$ cat src/rtl/cbsc_pkg.sv
// package of constants shared by the buffer control files
// assumes a single clock domain at 40 MHz
package cbsc_pkg;
  localparam int CHAR_W = 7;
  localparam logic [2:0] SHIFT_LAST = 3'h6;
  localparam logic [3:0] SHIFT_TOTAL = 4'h7;
  localparam int CLK_HZ = 40000000;
  localparam int CURSOR_WAIT_MS = 16;
  localparam int CURSOR_WAIT_CYCLES = CURSOR_WAIT_MS * (CLK_HZ / 1000);
  localparam int WAIT_W = 20;
  // register map
  localparam logic [3:0] CTRL_OFS = 4'h0;
  localparam logic [3:0] STATUS_OFS = 4'h4;
  localparam int CTRL_RX_BIT = 0;
  localparam int CTRL_TX_BIT = 1;
  localparam logic [1:0] CTRL_RESET = 2'h0;
  localparam int ST_F1 = 0;
  localparam int ST_F2 = 1;
  localparam int ST_F3 = 2;
  localparam int ST_SDL = 3;
  localparam int ST_EWG = 4;
  localparam int ST_PEND = 5;
  localparam int ST_ESC = 6;
  localparam int ST_LATE = 7;
  // character codes
  localparam logic [6:0] CODE_NUL = 7'h00;
  localparam logic [6:0] CODE_ETX = 7'h03;
  localparam logic [6:0] CODE_ENQ = 7'h05;
  localparam logic [6:0] CODE_BEL = 7'h07;
  localparam logic [6:0] CODE_LF = 7'h0A;
  localparam logic [6:0] CODE_ESC = 7'h1B;
  localparam logic [6:0] CTRL_LIMIT = 7'h20;
  typedef enum logic [2:0] {CBSC_IDLE, CBSC_SEEK, CBSC_ARMED, CBSC_WRWAIT, CBSC_SHIFT} cbsc_state_e;
endpackage

$ cat src/rtl/cbsc_ctrl.sv
// three stage character buffer control with memory store and load
// assumes phase pulses and bit ticks are one-cycle strobes from the
// character timer, and the cursor level comes from the refresh memory
`timescale 1ns/100ps
module cbsc_ctrl #(
  parameter int CURSOR_WAIT_CYCLES = cbsc_pkg::CURSOR_WAIT_CYCLES
) (
  // clock and reset
  input wire logic pclk,
  input wire logic presetn,
  input wire logic ce,
  // apb slave
  input wire logic psel,
  input wire logic penable,
  input wire logic pwrite,
  input wire logic [3:0] paddr,
  input wire logic [31:0] pwdata,
  output logic [31:0] prdata,
  output logic pready,
  output logic pslverr,
  // character timing
  input wire logic phase_one,
  input wire logic phase_three,
  input wire logic phase_four,
  input wire logic parity_pulse,
  input wire logic bit_tick,
  // serial receiver
  input wire logic [6:0] rx_char,
  input wire logic rx_char_done,
  // serial transmitter
  output logic [6:0] tx_char,
  output logic tx_char_valid,
  // refresh memory
  input wire logic cursor_at_entry,
  input wire logic mem_bit_in,
  output logic mem_bit_out,
  output logic mem_write_strobe,
  output logic cursor_step_request,
  output logic memory_shift_gate,
  output logic entry_write_gate,
  // pair gates
  output logic first_pair_shift_gate,
  output logic second_pair_shift_gate,
  // edit functions
  output logic function_start,
  output logic [6:0] function_code,
  input wire logic function_done
);
  cbsc_pkg::cbsc_state_e state;
  logic [1:0] ctrl;
  logic stage_one_full;
  logic stage_two_full;
  logic stage_three_full;
  logic esc_flag;
  logic control_pending_flag;
  logic checked;
  logic cursor_seen;
  logic cursor_late;
  logic [2:0] bit_cnt;
  logic [cbsc_pkg::WAIT_W-1:0] wait_cnt;
  logic receive_active;
  logic transmit_active;
  logic rx;
  logic tx;
  logic rx_path_en;
  logic want;
  logic store_ok;
  logic fire;
  logic sdl_start_rx;
  logic about_to_store;
  logic move12;
  logic move23;
  logic dec_now;
  logic end_clear;
  logic shifting;
  logic shift_done;
  logic d_discard;
  logic d_esc;
  logic d_etx;
  logic d_lf;
  logic d_ctrl;
  logic [3:0] ld;
  logic [3:0] sh;
  logic [3:0] shin;
  logic [6:0] ldd [4];
  logic [6:0] q [4];

  assign receive_active = ctrl[cbsc_pkg::CTRL_RX_BIT];
  assign transmit_active = ctrl[cbsc_pkg::CTRL_TX_BIT];
  assign rx = receive_active && !transmit_active;
  assign tx = transmit_active && !receive_active;
  assign rx_path_en = rx && !control_pending_flag;

  // stages: 0 one, 1 two, 2 three, 3 entry register
  genvar gi;
  generate
    for (gi = 0; gi < 4; gi++) begin : g_stage
      cbsc_stage u_stage (
        .pclk(pclk),
        .presetn(presetn),
        .ce(ce),
        .load(ld[gi]),
        .load_data(ldd[gi]),
        .shift(sh[gi]),
        .shift_in(shin[gi]),
        .q(q[gi])
      );
    end
  endgenerate

  cbsc_decode u_decode (
    .code(q[2]),
    .esc_seen(esc_flag),
    .is_discard(d_discard),
    .is_esc(d_esc),
    .is_etx(d_etx),
    .is_lf(d_lf),
    .is_ctrl(d_ctrl)
  );

  // decode once per character, on phase four, before it is stored
  assign dec_now = ce && phase_four && rx && stage_three_full && !checked && !memory_shift_gate;
  assign end_clear = (dec_now && d_etx) || (tx && parity_pulse && stage_three_full && d_etx);
  assign store_ok = checked || !(d_etx || d_discard || d_esc || d_ctrl);
  assign want = rx ? (rx_path_en && stage_three_full && store_ok) : (tx && !stage_one_full);
  assign fire = phase_four && cursor_seen && want && state == cbsc_pkg::CBSC_SEEK;
  assign sdl_start_rx = ce && fire && rx;
  assign about_to_store = sdl_start_rx;

  // gates: first pair never reaches stage three or memory
  assign first_pair_shift_gate = stage_one_full && (!stage_two_full || !stage_three_full
    || about_to_store);
  assign second_pair_shift_gate = stage_two_full && (!stage_three_full || about_to_store);
  assign move12 = ce && first_pair_shift_gate;
  assign move23 = ce && second_pair_shift_gate;

  assign shifting = state == cbsc_pkg::CBSC_SHIFT;
  assign shift_done = ce && shifting && bit_tick && bit_cnt == cbsc_pkg::SHIFT_LAST;
  assign memory_shift_gate = state == cbsc_pkg::CBSC_ARMED || state == cbsc_pkg::CBSC_WRWAIT || shifting;

  // stage wiring: loads and shifts are exclusive per stage
  always_comb begin
    ld[0] = rx && rx_char_done;
    ldd[0] = rx_char;
    sh[0] = tx && shifting && bit_tick;
    shin[0] = mem_bit_in;
    ld[1] = first_pair_shift_gate;
    ldd[1] = q[0];
    sh[1] = 1'b0;
    shin[1] = 1'b0;
    ld[2] = second_pair_shift_gate;
    ldd[2] = q[1];
    sh[2] = 1'b0;
    shin[2] = 1'b0;
    ld[3] = fire && rx;
    ldd[3] = q[2];
    sh[3] = rx && shifting && bit_tick;
    shin[3] = 1'b0;
  end

  // store and load sequencer
  always_ff @(posedge pclk or negedge presetn) begin
    if (!presetn) begin
      state <= cbsc_pkg::CBSC_IDLE;
    end else if (ce) begin
      case (state)
        cbsc_pkg::CBSC_IDLE: begin
          if (rx || tx) begin
            state <= cbsc_pkg::CBSC_SEEK;
          end
        end
        cbsc_pkg::CBSC_SEEK: begin
          if (!(rx || tx)) begin
            state <= cbsc_pkg::CBSC_IDLE;
          end else if (fire) begin
            state <= cbsc_pkg::CBSC_ARMED;
          end
        end
        cbsc_pkg::CBSC_ARMED: begin
          if (phase_one) begin
            state <= rx ? cbsc_pkg::CBSC_WRWAIT : cbsc_pkg::CBSC_SHIFT;
          end
        end
        cbsc_pkg::CBSC_WRWAIT: begin
          if (phase_three) begin
            state <= cbsc_pkg::CBSC_SHIFT;
          end
        end
        cbsc_pkg::CBSC_SHIFT: begin
          // back to the search at once: the stepped cursor sits at entry again
          if (shift_done) begin
            state <= cbsc_pkg::CBSC_SEEK;
          end
        end
        default: begin
          state <= cbsc_pkg::CBSC_IDLE;
        end
      endcase
    end
  end

  always_ff @(posedge pclk or negedge presetn) begin
    if (!presetn) begin
      bit_cnt <= '0;
    end else if (ce) begin
      if (!shifting) begin
        bit_cnt <= '0;
      end else if (bit_tick) begin
        bit_cnt <= bit_cnt + 3'h1;
      end
    end
  end

  // cursor seen only counts while a transfer is wanted
  always_ff @(posedge pclk or negedge presetn) begin
    if (!presetn) begin
      cursor_seen <= 1'b0;
    end else if (ce) begin
      if (state != cbsc_pkg::CBSC_SEEK || fire || !want) begin
        cursor_seen <= 1'b0;
      end else if (cursor_at_entry) begin
        cursor_seen <= 1'b1;
      end
    end
  end

  // late cursor: a revolution should never exceed the wait limit
  always_ff @(posedge pclk or negedge presetn) begin
    if (!presetn) begin
      wait_cnt <= '0;
    end else if (ce) begin
      if (state != cbsc_pkg::CBSC_SEEK || !want || cursor_seen) begin
        wait_cnt <= '0;
      end else if (wait_cnt != CURSOR_WAIT_CYCLES[cbsc_pkg::WAIT_W-1:0]) begin
        wait_cnt <= wait_cnt + 20'h00001;
      end
    end
  end

  always_ff @(posedge pclk or negedge presetn) begin
    if (!presetn) begin
      cursor_late <= 1'b0;
    end else if (ce) begin
      if (wait_cnt == CURSOR_WAIT_CYCLES[cbsc_pkg::WAIT_W-1:0]) begin
        cursor_late <= 1'b1;
      end else if (psel && penable && pwrite && paddr == cbsc_pkg::STATUS_OFS && pwdata[cbsc_pkg::ST_LATE]) begin
        cursor_late <= 1'b0;
      end
    end
  end

  always_ff @(posedge pclk or negedge presetn) begin
    if (!presetn) begin
      entry_write_gate <= 1'b0;
      cursor_step_request <= 1'b0;
    end else if (ce) begin
      cursor_step_request <= state == cbsc_pkg::CBSC_ARMED && phase_one;
      if (state == cbsc_pkg::CBSC_ARMED && phase_one && rx) begin
        entry_write_gate <= 1'b1;
      end else if (!memory_shift_gate || shift_done || !rx) begin
        entry_write_gate <= 1'b0;
      end
    end
  end

  assign mem_bit_out = q[3][0];
  assign mem_write_strobe = ce && rx && shifting && bit_tick && entry_write_gate;

  // full flags: a set wins over a clear in the same cycle
  always_ff @(posedge pclk or negedge presetn) begin
    if (!presetn) begin
      stage_one_full <= 1'b0;
    end else if (ce) begin
      if ((rx && rx_char_done) || (tx && shift_done)) begin
        stage_one_full <= 1'b1;
      end else if (move12 || end_clear) begin
        stage_one_full <= 1'b0;
      end
    end
  end

  always_ff @(posedge pclk or negedge presetn) begin
    if (!presetn) begin
      stage_two_full <= 1'b0;
    end else if (ce) begin
      if (move12) begin
        stage_two_full <= 1'b1;
      end else if (move23 || end_clear) begin
        stage_two_full <= 1'b0;
      end
    end
  end

  always_ff @(posedge pclk or negedge presetn) begin
    if (!presetn) begin
      stage_three_full <= 1'b0;
    end else if (ce) begin
      if (move23) begin
        stage_three_full <= 1'b1;
      end else if (sdl_start_rx) begin
        stage_three_full <= 1'b0;
      end else if (dec_now && (d_discard || d_esc || d_ctrl)) begin
        stage_three_full <= 1'b0;
      end else if (end_clear || (tx && parity_pulse)) begin
        stage_three_full <= 1'b0;
      end
    end
  end

  always_ff @(posedge pclk or negedge presetn) begin
    if (!presetn) begin
      checked <= 1'b0;
    end else if (ce) begin
      if (move23) begin
        checked <= 1'b0;
      end else if (dec_now) begin
        checked <= 1'b1;
      end
    end
  end

  always_ff @(posedge pclk or negedge presetn) begin
    if (!presetn) begin
      esc_flag <= 1'b0;
    end else if (ce) begin
      if (dec_now && d_esc) begin
        esc_flag <= 1'b1;
      end else if ((shift_done && rx) || end_clear || !rx) begin
        esc_flag <= 1'b0;
      end
    end
  end

  always_ff @(posedge pclk or negedge presetn) begin
    if (!presetn) begin
      control_pending_flag <= 1'b0;
    end else if (ce) begin
      if (dec_now && d_ctrl) begin
        control_pending_flag <= 1'b1;
      end else if (function_done || esc_flag) begin
        control_pending_flag <= 1'b0;
      end
    end
  end

  // line feed starts its function but leaves both flags alone
  always_ff @(posedge pclk or negedge presetn) begin
    if (!presetn) begin
      function_start <= 1'b0;
      function_code <= '0;
    end else if (ce) begin
      function_start <= dec_now && (d_ctrl || d_lf);
      if (dec_now && (d_ctrl || d_lf)) begin
        function_code <= q[2];
      end
    end
  end

  assign tx_char = q[2];
  assign tx_char_valid = tx && stage_three_full;

  // apb: zero wait states while ce is high, read data captured in the setup cycle
  always_ff @(posedge pclk or negedge presetn) begin
    if (!presetn) begin
      ctrl <= cbsc_pkg::CTRL_RESET;
    end else if (ce && psel && penable && pwrite && paddr == cbsc_pkg::CTRL_OFS) begin
      ctrl <= pwdata[1:0];
    end
  end

  always_ff @(posedge pclk or negedge presetn) begin
    if (!presetn) begin
      prdata <= '0;
    end else if (ce && psel && !penable) begin
      prdata <= '0;
      if (paddr == cbsc_pkg::CTRL_OFS) begin
        prdata <= {30'h00000000, ctrl};
      end else if (paddr == cbsc_pkg::STATUS_OFS) begin
        prdata <= {24'h000000, cursor_late, esc_flag, control_pending_flag, entry_write_gate,
          memory_shift_gate, stage_three_full, stage_two_full, stage_one_full};
      end
    end
  end

  assign pready = ce;
  assign pslverr = psel && penable && paddr != cbsc_pkg::CTRL_OFS && paddr != cbsc_pkg::STATUS_OFS;

  // checks
  logic [3:0] wr_cnt;
  always_ff @(posedge pclk or negedge presetn) begin
    if (!presetn) begin
      wr_cnt <= '0;
    end else if (ce) begin
      if (state == cbsc_pkg::CBSC_ARMED) begin
        wr_cnt <= '0;
      end else if (mem_write_strobe) begin
        wr_cnt <= wr_cnt + 4'h1;
      end
    end
  end
endmodule // cbsc_ctrl

$ cat src/rtl/cbsc_decode.sv
// classifies the character in stage three
// assumes the escape flag comes from the caller's flop
`timescale 1ns/100ps
module cbsc_decode (
  // input character
  input wire logic [cbsc_pkg::CHAR_W-1:0] code,
  input wire logic esc_seen,
  // classes
  output logic is_discard,
  output logic is_esc,
  output logic is_etx,
  output logic is_lf,
  output logic is_ctrl
);
  function automatic logic same(input logic [6:0] a, input logic [6:0] b);
    return a == b;
  endfunction
  logic live;
  // discards ignore the escape flag
  assign is_discard = same(code, cbsc_pkg::CODE_NUL) | same(code, cbsc_pkg::CODE_ENQ)
    | same(code, cbsc_pkg::CODE_BEL);
  assign live = !esc_seen && !is_discard;
  assign is_esc = live && same(code, cbsc_pkg::CODE_ESC);
  assign is_etx = live && same(code, cbsc_pkg::CODE_ETX);
  assign is_lf = live && same(code, cbsc_pkg::CODE_LF);
  assign is_ctrl = live && (code < cbsc_pkg::CTRL_LIMIT) && !same(code, cbsc_pkg::CODE_ESC)
    && !same(code, cbsc_pkg::CODE_ETX) && !same(code, cbsc_pkg::CODE_LF);
endmodule // cbsc_decode

$ cat src/rtl/cbsc_stage.sv
// one seven bit buffer stage: parallel load or serial shift
// assumes load and shift are never asked in the same cycle
`timescale 1ns/100ps
module cbsc_stage (
  // clock and reset
  input wire logic pclk,
  input wire logic presetn,
  input wire logic ce,
  // data
  input wire logic load,
  input wire logic [cbsc_pkg::CHAR_W-1:0] load_data,
  input wire logic shift,
  input wire logic shift_in,
  output logic [cbsc_pkg::CHAR_W-1:0] q
);
  // lsb leaves first, new bits enter at the top
  always_ff @(posedge pclk or negedge presetn) begin
    if (!presetn) begin
      q <= '0;
    end else if (ce) begin
      if (load) begin
        q <= load_data;
      end else if (shift) begin
        q <= {shift_in, q[cbsc_pkg::CHAR_W-1:1]};
      end
    end
  end
endmodule // cbsc_stage

$ cat config.mk
export PLATFORM = sky130hd
export DESIGN_NAME = cbsc_ctrl
export DESIGN_NICKNAME = d
export VERILOG_FILES = /design/src/rtl/cbsc_pkg.sv /design/src/rtl/cbsc_ctrl.sv /design/src/rtl/cbsc_decode.sv /design/src/rtl/cbsc_stage.sv
export SDC_FILE = /design/constraint.sdc
export NUM_CORES = 1
export LEC_CHECK = 0
export BUFFER_PORTS_ARGS = -buffer_cell sky130_fd_sc_hd__buf_2
export CORE_ASPECT_RATIO = 1.1
export CORE_UTILIZATION = 39
export DETAILED_ROUTE_END_ITERATION = 10
export PLACE_DENSITY_LB_ADDON = 0.15
export SLEW_MARGIN = 20
export SYNTH_ARGS = -nofsm -noshare
export SYNTH_HDL_FRONTEND = slang
export SYNTH_SLANG_ARGS = --single-unit
$ cat constraint.sdc
create_clock -name pclk -period 5.4 [get_ports pclk]
set_input_delay 0.54 -clock pclk [delete_from_list [all_inputs] [get_ports pclk]]
set_output_delay 0.54 -clock pclk [all_outputs]
set_load 0.01 [all_outputs]
==> impl_metrics.json, run 1 <==
{
  "synth-seq-cells": 82,
  "combPwrFrac_pct": 17.6,
  "viasPerCell": 4.98,
  "dr.max_layer_used": "met4",
  "period_share_pct": 57.9,
  "ys_seq_area_share_pct": 48.0,
  "synthAdderAreaFrac_pct": 1.75,
  "wl_um": 9260,
  "yosysWarnings": 0,
  "drc": 0,
  "drt_iter0_drc": 121,
  "syn2layout_area_growth_pct": 15.3,
  "drive_gt1_share_pct": 22.0,
  "rsz0062_at_grt": "false",
  "syn_inst": 432,
  "worst_pin_slew_ns": 0.658,
  "cap_violations": 0,
  "fin_tns_setup_ns": 0,
  "power.net_switching_w": 0.000471,
  "pwr-share-clk_pct": 37.9,
  "cts_tree": "yes",
  "hp-class": "in2reg",
  "num-nets-final": 554,
  "report.final.slew_viol_count": 0,
  "grt_pass1_vias": 3071,
  "power_density_nw_per_um2": 335,
  "ys_types": 61,
  "synth-compound-area-share_pct": 13.0,
  "clkLatencyLatePin_ns": 0.34,
  "die_w_um": 102,
  "first_pass_iters": 4,
  "worst_setup_path_start_kind": "register",
  "slew_headroom_pct": 55.8,
  "vdd_drop_max_mv": 0.154,
  "cts_resized": 0,
  "path_class": "reg2out",
  "clockBufferDepth": 2,
  "outcome": "completed",
  "routed-wl-met3_um": 391,
  "cts_root_buf": "clkbuf_16",
  "dpl.hpwl_um": 6570,
  "worstPathArrival_ns": 2.59,
  "cts_setup_buffers": 0,
  "finalSetupViolations": 0,
  "grt_use_total_pct": 17.6,
  "skew_ns": 0.0101,
  "leakagePower_nw": 2.39,
  "fp.dieArea_sq_um": 11400,
  "boundaryPins": 115,
  "mostFrequentLayoutCell": "dfrtp_1",
  "synthXorXnorAreaFrac_pct": 3.48,
  "internal_power_w": 0.00118,
  "async_reset_ff_share_pct": 100,
  "die_y_um": 112,
  "critPathMaxFanout": 12,
  "period_needed_ns": 3.13,
  "htreeDepth": 3,
  "cts.sinks": 82,
  "stdcell_count": 638,
  "grt_antenna_before_repair": 0,
  "ys.flop_type": "dfrtp_1",
  "grt-ovfl-total": 0,
  "wl_met2_um": 4280,
  "wl_per_cell_um": 14.5,
  "final_cell_area_sq_um": 4930,
  "synth_top_family_by_area": "simple AND/OR/NAND/NOR gates",
  "antenna_cells": 0,
  "clock.fmax_mhz": 320,
  "synth-edff-count": 0,
  "grt_pass1_wl_um": 15400,
  "dp.cells": 620,
  "switching_share_pct": 28.5,
  "fp.coreArea_sq_um": 10500,
  "worst_path_max_delay_cell": "nand4_1",
  "final_cell_mix": "dfrtp_1 (82), buf_2 (60), nand2_1 (52), o21ai_0 (36), nor2_1 (35)",
  "start_util_pct": 40.6,
  "end_kind": "output pin",
  "placed_area_sq_um": 4590,
  "io_buffers": 61,
  "seqPwrFrac_pct": 44.5,
  "syn_area_per_cell_sq_um": 9.90,
  "worst_path_largest_cell_delay_ns": 0.51,
  "grt_max_degree": 77,
  "finalHoldViolCount": 0,
  "final_antenna_net_count": 0,
  "muxShareOfSynthArea_pct": 7.98,
  "yosys.area_share.simple_pct": 18.1,
  "cp.required_ns": 4.86,
  "vias": 3176,
  "cts_made_buffers": 9,
  "syn_area_sq_um": 4280,
  "cp_cell_sequence": "inv_1 > ha_1 > nand2b_1 > nor3_1 > nand4_1 > a21boi_0 > buf_2",
  "place_congestion": 0.784,
  "holdWs_ns": 0.412,
  "ctsHoldBuffers": 1,
  "wl_met1_um": 4460,
  "num_rows": 39,
  "clk_pin_slew_worst_paths_ns": 0.07
}
-- flip-flops by register name, summed over array words and instances, names as in the netlist, 2 cells and up --
signal and cells:
g_stage.u_stage.q 28, wait_cnt 20, prdata 8, function_code 7
bit_cnt 3, state 3, ctrl 2
-- power groups by stage --
| stage | sequential [W] | clock, W | combinational [W] |
|---|---|---|---|
| after floorplan | 0.000715 | 0 | 0.000240 |
| after global placement | 0.000744 | 0 | 0.000284 |
| after detailed placement | 0.000747 | 0 | 0.000289 |
| after CTS | 0.000736 | 0.000644 | 0.000290 |
| after global routing | 0.000746 | 0.000672 | 0.000328 |
| final | 0.000736 | 0.000626 | 0.000290 |
-- synth_stat cells, types with 2 or more instances --
cell,instances,area (sq um)
nor4_1,4,25.0
and2_1,3,18.8
nand2_1,52,195
clkbuf_1,8,30.0
o22a_1,6,52.6
o21ai_0,36,180
buf_2,3,15.0
nor2_1,35,131
and4_1,2,17.5
xnor2_1,14,123
mux2_4,7,105
nor3_1,16,80.1
nand3b_1,2,15.0
nor3b_1,2,15.0
dfrtp_1,82,2050
nand3_1,12,60.1
a21oi_1,8,40.0
buf_4,27,203
xor2_1,3,26.3
a21o_1,3,22.5
o2bb2ai_1,2,17.5
nand4_1,9,56.3
and3_1,7,43.8
nor2b_1,5,31.3
ha_1,6,75.1
o21a_1,7,52.6
nand2b_1,3,18.8
mux2_2,13,146
mux2i_1,9,90.1
inv_1,15,56.3
-- cell families after synthesis --
family	after synthesis
XOR/XNOR	17
multiplexers	29
flip-flops	82
adder cells (fa/ha/maj)	6
other	1
AO/OA/AOI/OAI	81
AND/OR/NAND/NOR	160
buffers and inverters	56
-- path summary, 6_finish.rpt --
path / start / endpoint / slack (ns) / cells past startpoint
worst max register to register: state[0] / function_code[1] / 2.77 / 6
worst min register to register: function_start / function_start / 0.48 / 1
min in group asynchronous: presetn / ctrl[0] / 0.56 / 2
worst min-delay path: pwdata[0] / ctrl[0] / 0.41 / 3
worst max-delay path: ctrl[1] / second_pair_shift_gate / 2.27 / 7
max in group asynchronous: presetn / g_stage[2].u_stage.q[6] / 3.88 / 4
-- worst max-delay path, delay by kind of cell, from the launching register on --
kind	cells	cell delay, ns
AND/OR/NAND/NOR	3	0.95
AO/OA/AOI/OAI	1	0.32
flip-flops	1	0.40
buffers and inverters	2	0.25
adder cells (fa/ha/maj)	1	0.33
-- cell type report --
type	count	area [sq um]
Inverter	16	60.1
Sequential cell	82	2050
Clock buffer	13	260
Clock inverter	3	46.3
Tap cell	143	179
Multi-Input combinational cell	317	1990
Timing Repair Buffer	64	345
Fill cell	1059	5610
-- per-layer routing --
metal  vias up  track usage (%)
li1       1567                -
met1      1520             24.4
met2        77             27.1
met3        12             4.02
met4         0             6.19
met5         -                0
-- stage by stage --
stage	worst slack (ns)	total power (W)	util, %
4_1_cts	2.25	0.00167	46.6
2_1_floorplan	3.09	0.000956	-
5_1_grt	2.02	0.00175	46.8
3_3_place_gp	2.65	0.00103	43.6
6_report	2.27	0.00165	46.8
3_5_place_dp	2.63	0.00104	43.6
No activity file was read; power rests on OpenSTA's default activity.
==> run 2: changes to the inputs <==
--- a/config.mk
+++ b/config.mk
@@ -5,6 +5,7 @@
 export SDC_FILE = /design/constraint.sdc
 export NUM_CORES = 1
 export LEC_CHECK = 0
+export ABC_AREA = 1
 export BUFFER_PORTS_ARGS = -buffer_cell sky130_fd_sc_hd__buf_2
 export CORE_ASPECT_RATIO = 1.1
 export CORE_UTILIZATION = 39
==> constraint.sdc (replaced) <==
create_clock -name pclk -period 2.73 [get_ports pclk]
set_input_delay 0.273 -clock pclk [delete_from_list [all_inputs] [get_ports pclk]]
set_output_delay 0.273 -clock pclk [all_outputs]
set_load 0.01 [all_outputs]
==> run 2 against run 1 <==
  * Non-clock buffer count increased by 4
  * Utilization fell by 0.97 points
  * Die area up 11%
  * The flow now finishes with violations (hold timing)
  * Largest cell class is now multi-input combinational cells
  * Routed wire length rose by 20%
  * Cell area increased by 11%
  * Clock skew fell by 0.0026 ns
  * First-iteration DRC count up 95%
  * Synthesized cell count up 39%
  * Critical path type unchanged
  * Clock power rose by 100%
  * Sequential cell count unchanged
  * Synthesized area rose by 12%
==> impl_metrics.json, run 2 <==
{
  "power.net_switching_w": 0.00141,
  "endpoint": "second_pair_shift_gate",
  "num-nets-final": 728,
  "finalSetupViolations": 0,
  "grt-ovfl-total": 0,
  "worstSetupStartpoint": "g_stage[2].u_stage.q[5]",
  "worst_setup_path_start_kind": "register",
  "worstPathArrival_ns": 2.25,
  "clock.fmax_mhz": 397,
  "final_cell_mix": "nand2_1 (153), dfrtp_1 (80), buf_2 (60), nand3_1 (56), inv_1 (55)",
  "pwr-share-clk_pct": 31.7,
  "grt_max_degree": 54,
  "ctsHoldBuffers": 0,
  "wl_um": 11100,
  "syn_inst": 599,
  "grt_antenna_before_repair": 0,
  "rsz0062_at_grt": "false",
  "reg2regPathDepth": 15,
  "synth_area_leaders": "dfrtp_1 (43%), nand2_1 (12%), nand3_1 (5.9%), inv_1 (4.3%), nor2_1 (4.0%)",
  "largest_reg_flops": 28,
  "combPwrFrac_pct": 26.9,
  "cts_setup_buffers": 0,
  "period_needed_ns": 2.52,
  "yosysTopAreaCellShare_pct": 43.0,
  "hp-class": "in2async",
  "dpl.hpwl_um": 8260,
  "clkLatencyLatePin_ns": 0.35,
  "die_w_um": 107,
  "drc": 0,
  "worst_pin_slew_ns": 0.700,
  "routed-wl-met3_um": 445,
  "synth-edff-count": 0,
  "cp.required_ns": 2.46,
  "violations": "hold timing",
  "cap_violations": 0,
  "grt_pass1_vias": 3870,
  "synthMostInstantiatedCell": "nand2_1",
  "vdd_drop_max_mv": 0.443,
  "critPathMaxFanout": 8,
  "outcome": "finished with violations",
  "drt_iter0_drc": 236,
  "cts_root_buf": "clkbuf_16",
  "report.final.slew_viol_count": 0,
  "skew_ns": 0.00747,
  "yosysWarnings": 0,
  "fp.dieArea_sq_um": 12700,
  "ys_seq_area_share_pct": 43.0,
  "vias": 4029,
  "internal_power_w": 0.00252,
  "mostFrequentLayoutCell": "nand2_1",
  "boundaryPins": 115,
  "num_rows": 42,
  "fin_tns_setup_ns": 0,
  "grt_pass1_wl_um": 18800,
  "holdWs_ns": -0.0231,
  "cts.sinks": 82,
  "synthXorXnorAreaFrac_pct": 2.57,
  "synth-seq-cells": 82,
  "dr.max_layer_used": "met4",
  "leakagePower_nw": 2.82,
  "ys_types": 44,
  "slew_headroom_pct": 53.3,
  "drive_gt1_share_pct": 20.6,
  "final_antenna_net_count": 0,
  "synth-compound-area-share_pct": 8.62,
  "antenna_cells": 0,
  "muxShareOfSynthArea_pct": 0,
  "io_buffers": 61,
  "reg_top3": "g_stage.u_stage.q (28), wait_cnt (20), prdata (8)",
  "clockBufferDepth": 2,
  "cts_tree": "yes",
  "switching_share_pct": 35.8,
  "stdcell_count": 823,
  "power_density_nw_per_um2": 715,
  "place_congestion": 0.833,
  "r2r_setup_slack_ns": 0.48,
  "first_pass_iters": 4,
  "grt_use_total_pct": 19.0,
  "r2r-end": "wait_cnt[7]",
  "yosysTopAreaCell": "dfrtp_1",
  "top_register": "g_stage.u_stage.q",
  "path_class": "reg2out",
  "syn_area_sq_um": 4770,
  "synth_common_cells": "nand2_1 (153), dfrtp_1 (82), nand3_1 (56), inv_1 (55), nor2_1 (51)",
  "period_share_pct": 92.3,
  "end_kind": "output pin",
  "fp.coreArea_sq_um": 12000,
  "syn_area_per_cell_sq_um": 7.97,
  "syn2layout_area_growth_pct": 15.0,
  "cts_made_buffers": 9,
  "die_y_um": 118,
  "start_util_pct": 39.8,
  "synthAdderAreaFrac_pct": 1.57,
  "r2r-start": "g_stage[2].u_stage.q[2]",
  "wl_per_cell_um": 13.5,
  "ys.flop_type": "dfrtp_1",
  "viasPerCell": 4.90,
  "async_reset_ff_share_pct": 100,
  "yosys.area_share.simple_pct": 33.2,
  "seqPwrFrac_pct": 41.3,
  "wl_met1_um": 5070,
  "synth_top_family_by_area": "simple AND/OR/NAND/NOR gates",
  "dp.cells": 807,
  "wl_met2_um": 5400,
  "clk_pin_slew_worst_paths_ns": 0.06,
  "htreeDepth": 3,
  "finalHoldViolCount": 52
}
run 2: changes by cell type after synthesis, sizes merged, moves of 12 or more:
| cell | previous run | this run |
|---|---|---|
| inv | 16 | 66 |
| nor2 | 35 | 53 |
| xnor2 | 14 | 2 |
| nand3 | 13 | 67 |
| mux2 | 20 | 0 |
| nand2 | 52 | 167 |
run 2: cell type report:
class | count | area, sq um
fill | 1244 | 6490
multi-input combinational | 435 | 2290
sequential | 82 | 2050
timing repair buffer | 68 | 373
inverter | 68 | 269
clock buffer | 11 | 243
tap | 154 | 193
clock inverter | 5 | 63.8
run 2: power by group through the flow:
| stage | Clock (W) | Sequential [W] | Combinational [W] |
|---|---|---|---|
| after CTS | 0.00128 | 0.00162 | 0.00107 |
| final | 0.00125 | 0.00162 | 0.00106 |
| after global routing | 0.00134 | 0.00165 | 0.00121 |
| after global placement | 0 | 0.00163 | 0.00105 |
| after floorplan | 0 | 0.00158 | 0.000822 |
| after detailed placement | 0 | 0.00164 | 0.00107 |
run 2: worst min-delay path by stage:
| stage | start | to | slack (ns) | cells after the start |
|---|---|---|---|---|
| global placement | presetn | wait_cnt[5] | 0.37 | 1 |
| CTS | presetn | wait_cnt[5] | 0.005 | 1 |
| global route | presetn | wait_cnt[3] | 0.04 | 1 |
| finish | presetn | wait_cnt[5] | -0.02 | 1 |
| detailed placement | presetn | wait_cnt[2] | 0.38 | 1 |
| floorplan | presetn | bit_cnt[0] | -0.02 | 0 |
run 2: what timing repair did:
item | 4_1_cts | 5_1_grt
hold endpoints to repair | 0 | 0
endpoints found under the setup margin | 0 | 2
resized for setup | 0 | 3
run 2: worst max-delay path, cell delays in order, from the launching register on:
cell	delay [ns]
dfrtp_1	0.41
nor2_1	0.17
nand2_2	0.09
nor2_2	0.13
a21oi_1	0.11
nand2_2	0.10
nand3_2	0.07
nand2_1	0.08
nand2_2	0.06
nand2_4	0.12
nand4_4	0.13
a21oi_4	0.25
buf_2	0.17
run 2: metrics by stage:
step           utilization (%)  power [W]  instance area, sq um  setup WS, ns
2_1_floorplan                -    0.00241                  4860         0.802
3_3_place_gp              43.2    0.00268                  5170         0.479
4_1_cts                   45.7    0.00397                  5480         0.107
6_report                  45.8    0.00393                  5490         0.211
5_1_grt                   45.8    0.00420                  5490       0.00519
3_5_place_dp              43.2    0.00271                  5170         0.456
run 2: cells by family after synthesis:
family,count (synthesis)
buf+inv,105
compound gates,66
fa+ha+maj,6
flops,82
other cells,1
xor+xnor,14
simple gates,325
run 2: per-layer routing:
metal / GRT usage [%] / vias up
met2: 30.4 / 85
met1: 24.7 / 1896
met3: 4.49 / 11
met5: 0 / -
met4: 7.36 / 0
li1: - / 2037
